## src/lums_pkg.sv

```systemverilog
// lums_pkg: constants for the line unit maintenance and status bank
// assumes: eight ports, register index = byte address / 4 on a 32-bit apb
package lums_pkg;

  // ---------------------------------------------------------------
  // geometry
  // ---------------------------------------------------------------
  localparam int             LUMS_PORTS  = 8;
  localparam int             PORT_W      = 3;
  localparam int             OFF_W       = 5;
  localparam int             ADDR_W      = 16;
  localparam int             IDX_W       = ADDR_W - 2;
  localparam int             DATA_W      = 32;
  localparam int             REG_W       = 8;

  // ---------------------------------------------------------------
  // register indices of port 1 (byte address is four times these)
  // ---------------------------------------------------------------
  localparam logic [IDX_W-1:0] BASE_IDX    = 14'h1000;
  localparam logic [IDX_W-1:0] PORT_STRIDE = 14'h0020;
  localparam logic [IDX_W-1:0] IDX_MAINT   = 14'h1002;
  localparam logic [IDX_W-1:0] IDX_RT      = 14'h1003;
  localparam logic [IDX_W-1:0] IDX_MASK    = 14'h1004;
  localparam logic [IDX_W-1:0] IDX_LATCH   = 14'h1005;
  localparam logic [IDX_W-1:0] IDX_LEVEL   = 14'h1006;
  localparam logic [IDX_W-1:0] IDX_IMP     = 14'h1007;
  localparam logic [IDX_W-1:0] BLOCK_SPAN  = 14'h0100;

  // ---------------------------------------------------------------
  // reset values and write masks
  // ---------------------------------------------------------------
  localparam logic [REG_W-1:0] REG_RST     = 8'h00;
  localparam logic [REG_W-1:0] IMP_WMASK   = 8'h47;

  // ---------------------------------------------------------------
  // maintenance control and receive impedance fields
  // ---------------------------------------------------------------
  localparam int MC_MANUAL_ALARM = 7;
  localparam int MC_AUTO_ALARM   = 6;
  localparam int MC_LB_LO        = 3;
  localparam int LB_W            = 3;
  localparam int MC_TX_PD        = 2;
  localparam int MC_RX_PD        = 1;
  localparam int MC_TX_EN        = 0;
  localparam int IMP_TERM_ON     = 6;
  localparam int IMP_CODE_W      = 3;

  // loopback select codes; 3'h6 and 3'h7 are reserved and act as none
  localparam logic [LB_W-1:0] LB_NONE    = 3'h0;
  localparam logic [LB_W-1:0] LB_REMOTE2 = 3'h1;
  localparam logic [LB_W-1:0] LB_ANALOG  = 3'h2;
  localparam logic [LB_W-1:0] LB_REMOTE1 = 3'h3;
  localparam logic [LB_W-1:0] LB_LOCAL   = 3'h4;
  localparam logic [LB_W-1:0] LB_DUAL    = 3'h5;

  // ---------------------------------------------------------------
  // event conditions, latched flags, level field
  // ---------------------------------------------------------------
  localparam int EVT_N      = 4;
  localparam int EVT_LOS    = 0;
  localparam int EVT_SHORT  = 1;
  localparam int EVT_OPEN   = 2;
  localparam int EVT_JA     = 3;
  localparam int LEVEL_LSB  = 4;
  localparam int LEVEL_W    = 4;
  localparam logic [2:0] CSU_SHAPE_MIN = 3'h5;

  // ---------------------------------------------------------------
  // positions in the synchronised per-port input vector
  // ---------------------------------------------------------------
  localparam int SY_LOS    = 0;
  localparam int SY_TSHORT = 1;
  localparam int SY_OPEN   = 2;
  localparam int SY_JA     = 3;
  localparam int SY_RSHORT = 4;
  localparam int SY_UEQ    = 5;
  localparam int SY_OEQ    = 6;
  localparam int SY_LVL    = 7;
  localparam int SY_SHAPE  = 11;
  localparam int SY_T1     = 14;
  localparam int SY_SHAUL  = 15;
  localparam int SY_TXEN   = 16;
  localparam int SY_W      = 17;

endpackage

```

## src/lums_top.sv

```systemverilog
// lums_top: per-port line unit maintenance, status and event bank, apb slave
// assumes: line monitor inputs are asynchronous levels; one apb master
`timescale 1ns/1ps
`default_nettype none
module lums_top
  import lums_pkg::*;
#(
  parameter int               PORTS                = LUMS_PORTS,
  // gain limit code, plain default
  parameter logic [LEVEL_W-1:0] EQUALIZER_GAIN_LIMIT = 4'hc
)(
  // clock and reset
  input  wire logic                    clk_in,
  input  wire logic                    rst_in,
  // apb slave
  input  wire logic                    psel_in,
  input  wire logic                    penable_in,
  input  wire logic                    pwrite_in,
  input  wire logic [ADDR_W-1:0]       paddr_in,
  input  wire logic [DATA_W-1:0]       pwdata_in,
  input  wire logic [3:0]              pstrb_in,
  output logic      [DATA_W-1:0]       prdata_out,
  output logic                         pready_out,
  output logic                         pslverr_out,
  // line monitor conditions, one bit per port, plus one receive level code per port
  input  wire logic [PORTS-1:0]        signal_loss_in,
  input  wire logic [PORTS-1:0]        transmit_short_in,
  input  wire logic [PORTS-1:0]        transmit_open_in,
  input  wire logic [PORTS-1:0]        attenuator_trip_in,
  input  wire logic [PORTS-1:0]        receive_short_in,
  input  wire logic [PORTS-1:0]        under_equalized_in,
  input  wire logic [PORTS-1:0]        over_equalized_in,
  input  wire logic [PORTS*LEVEL_W-1:0] receive_level_code_in,
  // line mode and pins, one per port
  input  wire logic [PORTS*3-1:0]      pulse_shape_setting_in,
  input  wire logic [PORTS-1:0]        t1_mode_in,
  input  wire logic [PORTS-1:0]        short_haul_in,
  input  wire logic [PORTS-1:0]        transmit_enable_pin_in,
  // line unit controls, one per port
  output logic      [PORTS-1:0]        alarm_send_out,
  output logic      [PORTS-1:0]        loop_remote2_out,
  output logic      [PORTS-1:0]        loop_analog_out,
  output logic      [PORTS-1:0]        loop_remote1_out,
  output logic      [PORTS-1:0]        loop_local_out,
  output logic      [PORTS-1:0]        transmit_power_down_out,
  output logic      [PORTS-1:0]        receive_power_down_out,
  output logic      [PORTS-1:0]        transmit_hiz_out,
  output logic      [PORTS-1:0]        receive_termination_on_out,
  output logic [PORTS*IMP_CODE_W-1:0]  receive_impedance_code_out,
  // interrupt request
  output logic                         line_irq_out
);

  localparam int PI_W = $clog2(PORTS);

  // ---------------------------------------------------------------
  // storage
  // ---------------------------------------------------------------
  logic [REG_W-1:0]    maint_r  [PORTS];
  logic [REG_W-1:0]    mask_r   [PORTS];
  logic [REG_W-1:0]    imp_r    [PORTS];
  logic [REG_W-1:0]    rt_r     [PORTS];
  logic [REG_W-1:0]    level_r  [PORTS];
  logic [REG_W-1:0]    flags    [PORTS];
  logic [REG_W-1:0]    clear    [PORTS];
  logic [SY_W-1:0]     raw      [PORTS];
  logic [SY_W-1:0]     sy_a_r   [PORTS];
  logic [SY_W-1:0]     sy_b_r   [PORTS];
  logic [PORTS-1:0]    csu_mode;
  logic [PORTS-1:0]    irq_hit;

  // apb state
  logic                pready_r;
  logic                pslverr_r;
  logic [DATA_W-1:0]   prdata_r;
  logic                acc_ok_r;
  logic [PI_W-1:0]     acc_port_r;
  logic [IDX_W-1:0]    acc_sub_r;
  logic                setup;
  logic                wr_en;
  logic                dec_hit;
  logic [PI_W-1:0]     dec_port;
  logic [IDX_W-1:0]    dec_sub;
  logic [IDX_W-1:0]    rel_idx;
  logic [REG_W-1:0]    rd_nxt;

  // control outputs
  logic [PORTS-1:0]    alarm_r;
  logic [PORTS-1:0]    lb_rem2_r;
  logic [PORTS-1:0]    lb_ana_r;
  logic [PORTS-1:0]    lb_rem1_r;
  logic [PORTS-1:0]    lb_loc_r;
  logic [PORTS-1:0]    tx_pd_r;
  logic [PORTS-1:0]    rx_pd_r;
  logic [PORTS-1:0]    tx_hiz_r;
  logic [PORTS-1:0]    term_on_r;
  logic [PORTS*IMP_CODE_W-1:0] imp_code_r;
  logic                irq_r;

  // ---------------------------------------------------------------
  // address decode
  // ---------------------------------------------------------------
  // index relative to port 1, folded back onto the port 1 map
  function automatic logic [IDX_W-1:0] rel_index(input logic [ADDR_W-1:0] a);
    rel_index = a[ADDR_W-1:2] - BASE_IDX;
  endfunction

  // ports repeat every stride, so the port is the bits above the offset
  always_comb begin
    rel_idx  = rel_index(paddr_in);
    dec_port = rel_idx[OFF_W +: PI_W];
    dec_sub  = BASE_IDX + IDX_W'(rel_idx[OFF_W-1:0]);
    dec_hit  = (paddr_in[1:0] == 2'b00) &&
               (paddr_in[ADDR_W-1:2] >= BASE_IDX) &&
               (rel_idx < BLOCK_SPAN) &&
               (dec_sub >= IDX_MAINT) && (dec_sub <= IDX_IMP);
  end

  // ---------------------------------------------------------------
  // read mux
  // ---------------------------------------------------------------
  always_comb begin
    rd_nxt = REG_RST;
    if (dec_hit) begin
      case (dec_sub)
        IDX_MAINT: rd_nxt = maint_r[dec_port];
        IDX_RT:    rd_nxt = rt_r[dec_port];
        IDX_MASK:  rd_nxt = mask_r[dec_port];
        IDX_LATCH: rd_nxt = flags[dec_port];
        IDX_LEVEL: rd_nxt = level_r[dec_port];
        IDX_IMP:   rd_nxt = imp_r[dec_port];
        default:   rd_nxt = REG_RST;
      endcase
    end
  end

  // ---------------------------------------------------------------
  // apb handshake
  // ---------------------------------------------------------------
  // one wait-free access cycle; answers are prepared in setup so every bus output is a flop
  assign setup = psel_in && !penable_in;
  assign wr_en = psel_in && penable_in && pready_r && pwrite_in &&
                 acc_ok_r && pstrb_in[0];

  always_ff @(posedge clk_in or posedge rst_in) begin
    if (rst_in) begin
      pready_r   <= 1'b0;
      pslverr_r  <= 1'b0;
      prdata_r   <= '0;
      acc_ok_r   <= 1'b0;
      acc_port_r <= '0;
      acc_sub_r  <= '0;
    end else if (setup) begin
      pready_r   <= 1'b1;
      pslverr_r  <= !dec_hit;
      prdata_r   <= (pwrite_in) ? '0 : DATA_W'(rd_nxt);
      acc_ok_r   <= dec_hit;
      acc_port_r <= dec_port;
      acc_sub_r  <= dec_sub;
    end else begin
      pready_r   <= 1'b0;
      pslverr_r  <= 1'b0;
    end
  end

  assign prdata_out  = prdata_r;
  assign pready_out  = pready_r;
  assign pslverr_out = pslverr_r;

  // ---------------------------------------------------------------
  // software registers
  // ---------------------------------------------------------------
  // maintenance control, fully writable
  always_ff @(posedge clk_in or posedge rst_in) begin
    if (rst_in) begin
      for (int p = 0; p < PORTS; p++) begin
        maint_r[p] <= REG_RST;
      end
    end else if (wr_en && acc_sub_r == IDX_MAINT) begin
      maint_r[acc_port_r] <= pwdata_in[REG_W-1:0];
    end
  end

  // interrupt mask
  always_ff @(posedge clk_in or posedge rst_in) begin
    if (rst_in) begin
      for (int p = 0; p < PORTS; p++) begin
        mask_r[p] <= REG_RST;
      end
    end else if (wr_en && acc_sub_r == IDX_MASK) begin
      mask_r[acc_port_r] <= pwdata_in[REG_W-1:0];
    end
  end

  // receive impedance; unnamed bits stay zero
  always_ff @(posedge clk_in or posedge rst_in) begin
    if (rst_in) begin
      for (int p = 0; p < PORTS; p++) begin
        imp_r[p] <= REG_RST;
      end
    end else if (wr_en && acc_sub_r == IDX_IMP) begin
      imp_r[acc_port_r] <= pwdata_in[REG_W-1:0] & IMP_WMASK;
    end
  end

  // ---------------------------------------------------------------
  // input synchronisers
  // ---------------------------------------------------------------
  // the level code may tear for one cycle while it changes; the next sample settles it
  always_ff @(posedge clk_in or posedge rst_in) begin
    if (rst_in) begin
      for (int p = 0; p < PORTS; p++) begin
        sy_a_r[p] <= '0;
        sy_b_r[p] <= '0;
      end
    end else begin
      for (int p = 0; p < PORTS; p++) begin
        sy_a_r[p] <= raw[p];
        sy_b_r[p] <= sy_a_r[p];
      end
    end
  end

  // ---------------------------------------------------------------
  // per-port status and event logic
  // ---------------------------------------------------------------
  genvar g;
  generate
    for (g = 0; g < PORTS; g++) begin : g_port
      assign raw[g] = {transmit_enable_pin_in[g], short_haul_in[g], t1_mode_in[g],
                       pulse_shape_setting_in[g*3 +: 3],
                       receive_level_code_in[g*LEVEL_W +: LEVEL_W],
                       over_equalized_in[g], under_equalized_in[g],
                       receive_short_in[g], attenuator_trip_in[g],
                       transmit_open_in[g], transmit_short_in[g],
                       signal_loss_in[g]};

      // csu build-out shapes only exist in t1 mode
      assign csu_mode[g] = sy_b_r[g][SY_T1] &&
                           (sy_b_r[g][SY_SHAPE +: 3] >= CSU_SHAPE_MIN);

      // write-one-to-clear of the latched flags
      assign clear[g] = (wr_en && acc_sub_r == IDX_LATCH &&
                         acc_port_r == PI_W'(g)) ? pwdata_in[REG_W-1:0] : REG_RST;

      lums_flag_latch u_flags (
        .clk_in      (clk_in),
        .rst_in      (rst_in),
        .cond_in     ({sy_b_r[g][SY_JA], sy_b_r[g][SY_OPEN],
                       sy_b_r[g][SY_TSHORT], sy_b_r[g][SY_LOS]}),
        .csu_mode_in (csu_mode[g]),
        .clear_in    (clear[g]),
        .flags_out   (flags[g])
      );

      assign irq_hit[g] = |(flags[g] & mask_r[g]);
    end
  endgenerate

  // real-time status copy
  always_ff @(posedge clk_in or posedge rst_in) begin
    if (rst_in) begin
      for (int p = 0; p < PORTS; p++) begin
        rt_r[p] <= REG_RST;
      end
    end else begin
      for (int p = 0; p < PORTS; p++) begin
        rt_r[p] <= REG_RST;
        rt_r[p][5] <= sy_b_r[p][SY_OEQ];
        rt_r[p][4] <= sy_b_r[p][SY_UEQ];
        rt_r[p][3] <= sy_b_r[p][SY_RSHORT];
        rt_r[p][2] <= sy_b_r[p][SY_TSHORT];
        rt_r[p][1] <= sy_b_r[p][SY_OPEN];
        rt_r[p][0] <= sy_b_r[p][SY_LOS];
      end
    end
  end

  // receive level, clamped to the gain limit on short-haul lines
  always_ff @(posedge clk_in or posedge rst_in) begin
    if (rst_in) begin
      for (int p = 0; p < PORTS; p++) begin
        level_r[p] <= REG_RST;
      end
    end else begin
      for (int p = 0; p < PORTS; p++) begin
        level_r[p] <= REG_RST;
        if (sy_b_r[p][SY_SHAUL] &&
            sy_b_r[p][SY_LVL +: LEVEL_W] > EQUALIZER_GAIN_LIMIT) begin
          level_r[p][LEVEL_LSB +: LEVEL_W] <= EQUALIZER_GAIN_LIMIT;
        end else begin
          level_r[p][LEVEL_LSB +: LEVEL_W] <= sy_b_r[p][SY_LVL +: LEVEL_W];
        end
      end
    end
  end

  // ---------------------------------------------------------------
  // line unit controls
  // ---------------------------------------------------------------
  // the driver needs both the enable pin and the register bit; power-down forces high-z over both
  always_ff @(posedge clk_in or posedge rst_in) begin
    if (rst_in) begin
      alarm_r    <= '0;
      lb_rem2_r  <= '0;
      lb_ana_r   <= '0;
      lb_rem1_r  <= '0;
      lb_loc_r   <= '0;
      tx_pd_r    <= '0;
      rx_pd_r    <= '0;
      tx_hiz_r   <= '1;
      term_on_r  <= '0;
      imp_code_r <= '0;
    end else begin
      for (int p = 0; p < PORTS; p++) begin
        alarm_r[p] <= maint_r[p][MC_MANUAL_ALARM] ||
                      (maint_r[p][MC_AUTO_ALARM] && sy_b_r[p][SY_LOS]);
        lb_rem2_r[p] <= maint_r[p][MC_LB_LO +: LB_W] == LB_REMOTE2;
        lb_ana_r[p]  <= maint_r[p][MC_LB_LO +: LB_W] == LB_ANALOG;
        lb_rem1_r[p] <= maint_r[p][MC_LB_LO +: LB_W] == LB_REMOTE1 ||
                        maint_r[p][MC_LB_LO +: LB_W] == LB_DUAL;
        lb_loc_r[p]  <= maint_r[p][MC_LB_LO +: LB_W] == LB_LOCAL ||
                        maint_r[p][MC_LB_LO +: LB_W] == LB_DUAL;
        tx_pd_r[p] <= maint_r[p][MC_TX_PD];
        rx_pd_r[p] <= maint_r[p][MC_RX_PD];
        tx_hiz_r[p] <= maint_r[p][MC_TX_PD] ||
                       !maint_r[p][MC_TX_EN] || !sy_b_r[p][SY_TXEN];
        term_on_r[p] <= imp_r[p][IMP_TERM_ON];
        imp_code_r[p*IMP_CODE_W +: IMP_CODE_W] <= imp_r[p][IMP_CODE_W-1:0];
      end
    end
  end

  // one request line for all ports
  always_ff @(posedge clk_in or posedge rst_in) begin
    if (rst_in) begin
      irq_r <= 1'b0;
    end else begin
      irq_r <= |irq_hit;
    end
  end

  assign alarm_send_out             = alarm_r;
  assign loop_remote2_out           = lb_rem2_r;
  assign loop_analog_out            = lb_ana_r;
  assign loop_remote1_out           = lb_rem1_r;
  assign loop_local_out             = lb_loc_r;
  assign transmit_power_down_out    = tx_pd_r;
  assign receive_power_down_out     = rx_pd_r;
  assign transmit_hiz_out           = tx_hiz_r;
  assign receive_termination_on_out = term_on_r;
  assign receive_impedance_code_out = imp_code_r;
  assign line_irq_out               = irq_r;

endmodule // lums_top
`default_nettype wire

```

## src/lums_flag_latch.sv

```systemverilog
// lums_flag_latch: sticky set/clear event flags of one port
// assumes: conditions already synchronised to clk_in; clear is a one-cycle mask
`timescale 1ns/1ps
`default_nettype none
module lums_flag_latch
  import lums_pkg::*;
(
  // clock and reset
  input  wire logic             clk_in,
  input  wire logic             rst_in,
  // conditions and mode
  input  wire logic [EVT_N-1:0] cond_in,
  input  wire logic             csu_mode_in,
  // software clear, one bit per flag
  input  wire logic [REG_W-1:0] clear_in,
  // latched flags
  output logic      [REG_W-1:0] flags_out
);

  logic [EVT_N-1:0] cond_d_r;
  logic [EVT_N-1:0] rise;
  logic [EVT_N-1:0] fall;
  logic [REG_W-1:0] flags_r;
  logic [REG_W-1:0] flags_nxt;

  // ---------------------------------------------------------------
  // edge detection
  // ---------------------------------------------------------------
  // conditions start as absent, so one present at release counts as detected
  always_ff @(posedge clk_in or posedge rst_in) begin
    if (rst_in) begin
      cond_d_r <= '0;
    end else begin
      cond_d_r <= cond_in;
    end
  end

  // open and short rise detect are dead in the csu build-out shapes; their fall events still latch
  always_comb begin
    rise = cond_in & ~cond_d_r;
    rise[EVT_OPEN] = rise[EVT_OPEN] & ~csu_mode_in;
    rise[EVT_SHORT] = rise[EVT_SHORT] & ~csu_mode_in;
    fall = ~cond_in & cond_d_r;
  end

  // ---------------------------------------------------------------
  // sticky flags
  // ---------------------------------------------------------------
  // a new event beats a clear in the same cycle so nothing is lost
  assign flags_nxt = (flags_r & ~clear_in) | {fall, rise};

  always_ff @(posedge clk_in or posedge rst_in) begin
    if (rst_in) begin
      flags_r <= REG_RST;
    end else begin
      flags_r <= flags_nxt;
    end
  end

  assign flags_out = flags_r;

endmodule // lums_flag_latch
`default_nettype wire

```

## config.mk

```make
export PLATFORM = sky130hd
export DESIGN_NAME = lums_top
export DESIGN_NICKNAME = d
export VERILOG_FILES = /design/src/lums_pkg.sv /design/src/lums_top.sv /design/src/lums_flag_latch.sv
export SDC_FILE = /design/constraint.sdc
export NUM_CORES = 1
export LEC_CHECK = 0
export BUFFER_PORTS_ARGS = -buffer_cell sky130_fd_sc_hd__buf_2
export CORE_MARGIN = 4
export CORE_UTILIZATION = 25
export DETAILED_ROUTE_END_ITERATION = 16
export SETUP_SLACK_MARGIN = 0.1
export SYNTH_ARGS = -nofsm -noshare
export SYNTH_HDL_FRONTEND = slang
export SYNTH_SLANG_ARGS = --single-unit
```

## constraint.sdc

```tcl
create_clock -name clk_in -period 22.2 [get_ports clk_in]
set_input_delay 1.11 -clock clk_in [delete_from_list [all_inputs] [get_ports clk_in]]
set_output_delay 1.11 -clock clk_in [all_outputs]
set_load 0.02 [all_outputs]
```

### Yosys cells after proc, flatten, opt, wreduce, memory -nomap -nowiden

Index checks and enable logic that the tools add are counted.

* $add $sub $neg: 2
* order comparisons: 23
* equality and inequality tests: 57
* multiplexer cells: 44
* bitwise operators: 90
* reduce and logical (&&, ||, !) cells: 108

Operator list (count)
* 64-bit bitwise mux: 3
* 8-bit two-way mux: 23
* 8-bit binary-select mux with 3-bit select: 6
* 14-bit by 13-bit equality test with 1-bit output, second input constant: 10
* 8-bit AND: 16
* 4-bit AND: 16
* 4-bit NOT: 16
* 8-bit NOT: 8
* 8-bit OR: 8
* 64-bit OR reduction: 1
* 3-bit equality test, second input constant: 20
* 3-bit by 2-bit equality test with 1-bit output, second input constant: 18
* 8-bit case mux with 6 select lines: 1
* 1-bit logical AND: 47
* 1-bit logical OR: 40
* 4-bit > comparator, second input constant: 8
* 4-bit two-way mux: 8
* 14-bit by 13-bit >= comparator with 1-bit output, second input constant: 2
* 3-bit by 1-bit equality test with 1-bit output, second input constant: 9
* 8-bit demux with 3-bit select: 1
* 3-bit >= comparator, second input constant: 8
* 1-bit logical NOT: 18
* 1-bit AND: 16
* 13-bit by 5-bit adder with 14-bit output, first input constant: 1
* other kinds (10): 20

* register bits after elaboration: 789
* input bits: 193
* output and inout port bits: 131

### Depth between registers and ports, before layout

* depth in word-level cells: 11
* mapped depth: 9
* gate-level depth less buffers: 5

### Modules after synthesis

A second synthesis with hierarchy kept.

* cell total of the unflattened synthesis: 1608
* area, all modules: 25792.2 um^2

Modules (own cells, without submodules)
* lums_top: times used 1, cells each 1344, area an instance 22348.9 um^2, seq. area each 15750.1 um^2
* lums_flag_latch: times used 8, cells each 33, area an instance 430.4 um^2, seq. area each 300.3 um^2

### Worst setup path before layout

No wires, ideal clock.

* path type: input port to flip-flop
* from: input port paddr_in[8]
* to: register prdata_r[4] (netlist: prdata_out[4])
* arrival time: 2755 ps
* required time: 22072 ps
* slack: 19317 ps
* stages on the path: 9
* buffers on the path: 4
* path through: buf_6 buf_4 buf_2 buf_2 mux4_2 mux2i_1 o22ai_1 nor4_1 a21oi_1

* cells in the longest elaborated chain, start to end: 8
* elaborated cells on any way between the ends: 29
* classes of those cells: add/sub: 1; order compare: 2; mux: 21; bitwise: 1; reduce/logical: 4

RTL lines
* from (decl): line lums_top.sv:19 `input wire logic [ADDR_W-1:0] paddr_in,`
* parallel branches: the longest is 6 deep, another holds 14-bit by 13-bit subtractor with 14-bit output
* 8-bit two-way mux *: line lums_top.sv:124 `if (dec_hit) begin`
* 8-bit two-way mux *: line lums_top.sv:156 `prdata_r <= (pwrite_in) ? '0 : DATA_W'(rd_nxt);`
* to (signal assigned): line lums_top.sv:156
* to (decl): line lums_top.sv:75 `logic [DATA_W-1:0] prdata_r;`

Every way passes the cells marked *. The select of a mux whose other input is x is not followed.
A chain may end at the register's enable or synchronous reset.

==> metrics <==
Max FO, Critical Path 128; via count 14.1k; initial antenna violation count 6; die width 322 um; Yosys top cell area share 0.704; EDFF count, synth 0; input/output buffers 272; Worst setup EP type asynchronous set/reset pin; Post-CTS Hold Fix Bufs 0; peak supply drop 0.0000531 V; CP most frequent cell buf_4; grt ovf 0; DRT Pass-1 Iters 5; hpwl dp 50,200 um; Post-Route Skew 0.0300 ns; max-slew violations 0; area grow syn2layout 22.3%; Syn Inst Count 1,518; remaining antenna violation count after routing 0; vias per cell 4.46; setup bufs post-CTS 0; Total Neg Setup Slack 0 ns; H-tree levels 3; GRT Total Usage 0.137; area of the core 97,100 um^2; Post-Route Utilization 0.310; clk buf depth 3; clock root buffer clkbuf_16; final WL 70,700 um; Net count, final 2,015; max-cap viol count 0; sequential share of the synthesized area 0.713; leakage power 13.9 nW; Slew @ Worst Pin 1.27 ns; max_slew headroom 0.149; vias in the first global route 15.2k; Synth Register Bits 701; top cell type by total area after synthesis dfrtp_1; CTS sink count 701; power per standard cell area 92.7 nW/um^2; CTS buffer count 80; Synth cell types 56; DR iter-0 viols 1,078; arrival time worst endpoint 4.59 ns; Mapped Area 24,600 um^2; initial core utilization 0.254; RSZ-0062 raised after global routing no; RD Place Congestion 0.896; slowest CP cell buf_4; commonest cells in the netlist dfrtp_1, mux2_2, nand2_1, mux4_2, clkbuf_1; first-pass GRT wire length 104,000 um; Final setup viols 0; max incr delay on CP 0.95 ns; async set-reset flop share out of synthesis 1.00; Synth Area per Inst 16.2 um^2; worst hold path type reg2reg; CTS tree done; worst skew pair latency 0.63 ns; fin crit period 3.98 ns; layout cells sized above 1 0.365; Tcrit/Tclk final 0.179; Residual DRC 0; DR WL/cell 22.3 um; post-cts sizing count 0; Synth warnings 0; Fmax 252 MHz; Die ar. 104,000 um^2; largest net degree at the start of global routing 129; clock slew at reported path FFs 0.05 ns; Fin Hold WS 0.319 ns; row count 114; critical-path cell list buf_2, inv_8, buf_4, buf_4, buf_4; Synth Flop Type dfrtp_1; Die Y 322 um; critical path type in2async; most common cell in the synthesized netlist dfrtp_1; I/O pin total 324; R2R setup slack 19.19 ns; required time of the worst setup path 22.81 ns; Area contributors post-synth dfrtp_1, mux2_2, mux4_2, nand2_1, a22o_1; status finished clean; crit start category input pin; Tot Pwr 2.79 mW; final hold viol count 0
final timing paths:
check                      cells after the start             to         start
min                                            0     sy_b_r[28]    sy_a_r[28]
min reg2reg                                    0     sy_b_r[28]    sy_a_r[28]
max in group clk_in                            7  prdata_out[5]   paddr_in[8]
max                                            5      sy_b_r[6]        rst_in
max reg2reg                                    5    maint_r[45]  acc_sub_r[1]
min in group asynchronous                      2     sy_b_r[97]        rst_in
layer usage:
| layer | up-vias | GRT usage | share of wire |
|---|---|---|---|
| li1 | 6018 | - | - |
| met2 | 489 | 0.223 | 0.48 |
| met4 | 0 | 0.0472 | 0.029 |
| met5 | - | 0 | 0 |
| met1 | 7467 | 0.180 | 0.42 |
| met3 | 130 | 0.0339 | 0.069 |
layout by cell type (no fill, tap or decap), types with 8 or more instances in the layout:
cell type / instances
and2_1: 23
clkinv_2: 10
mux4_2: 74
o21a_1: 8
mux2_2: 167
inv_1: 35
nand2_1: 112
a32o_1: 17
clkbuf_16: 81
clkbuf_8: 13
clkbuf_1: 13
o2bb2ai_1: 32
conb_1: 24
a21oi_1: 15
mux2i_1: 8
nand3_1: 12
buf_4: 23
a21o_1: 8
bufinv_16: 9
dfrtp_1: 693
o211ai_1: 8
a22o_1: 39
nor3b_1: 13
dfstp_2: 8
nand4_1: 11
nor2_1: 22
buf_2: 270
a221oi_1: 18
nand3b_1: 11
nor2b_1: 25
worst max-delay path: cells and delay by family:
kind | cells | cell delay (ns)
buffers and inverters | 5 | 3.25
cells by family (layout without fill, tap and decap cells):
family | Yosys count | after routing | share of synthesized area
buf+inv | 131 | 475 | 0.0257
mux | 251 | 251 | 0.149
flops | 701 | 701 | 0.713
compound gates | 167 | 167 | 0.0548
simple gates | 267 | 267 | 0.0572
other cells | 1 | 28 | 0.000152
area by class of cell:
class                   count  area, um^2
fillers                  9493       67000
flip-flops and latches    701       17600
multi-input cells         709        6530
clock buffers             107        2250
well taps                1276        1600
repair buffers            293        1520
clock inverters            38         497
inverters                  37         146
diodes                      4        10.0
stage by stage:
stage	instance area [um^2]	setup slack, ns	std cells
floorplan	24700	1.44	1541
global placement	27300	17.56	3016
detailed placement	27300	17.38	3016
CTS	30100	18.05	3161
global route	30100	17.56	3161
finish	30100	18.22	3165
flip-flops by register name, indices dropped and copies added, names as in the netlist, 3 cells and up:
signal                      count
sy_a_r                        136
sy_b_r                        136
g_port.u_flags.flags_out       64
maint_r                        64
mask_r                         64
g_port.u_flags.cond_d_r        32
imp_r                          32
level_r                        32
receive_impedance_code_out     24
rt_r                           24
alarm_send_out                  8
loop_analog_out                 8
loop_local_out                  8
loop_remote1_out                8
loop_remote2_out                8
prdata_out                      8
receive_power_down_out          8
receive_termination_on_out      8
transmit_hiz_out                8
transmit_power_down_out         8
acc_sub_r                       6
acc_port_r                      3
power breakdown:
| part | internal, mW | switching [mW] |
|---|---|---|
| sequential | 1.31 | 0.0167 |
| combinational | 0.0297 | 0.0700 |
| clock | 0.824 | 0.538 |
No activity file was read; power rests on OpenSTA's default activity.
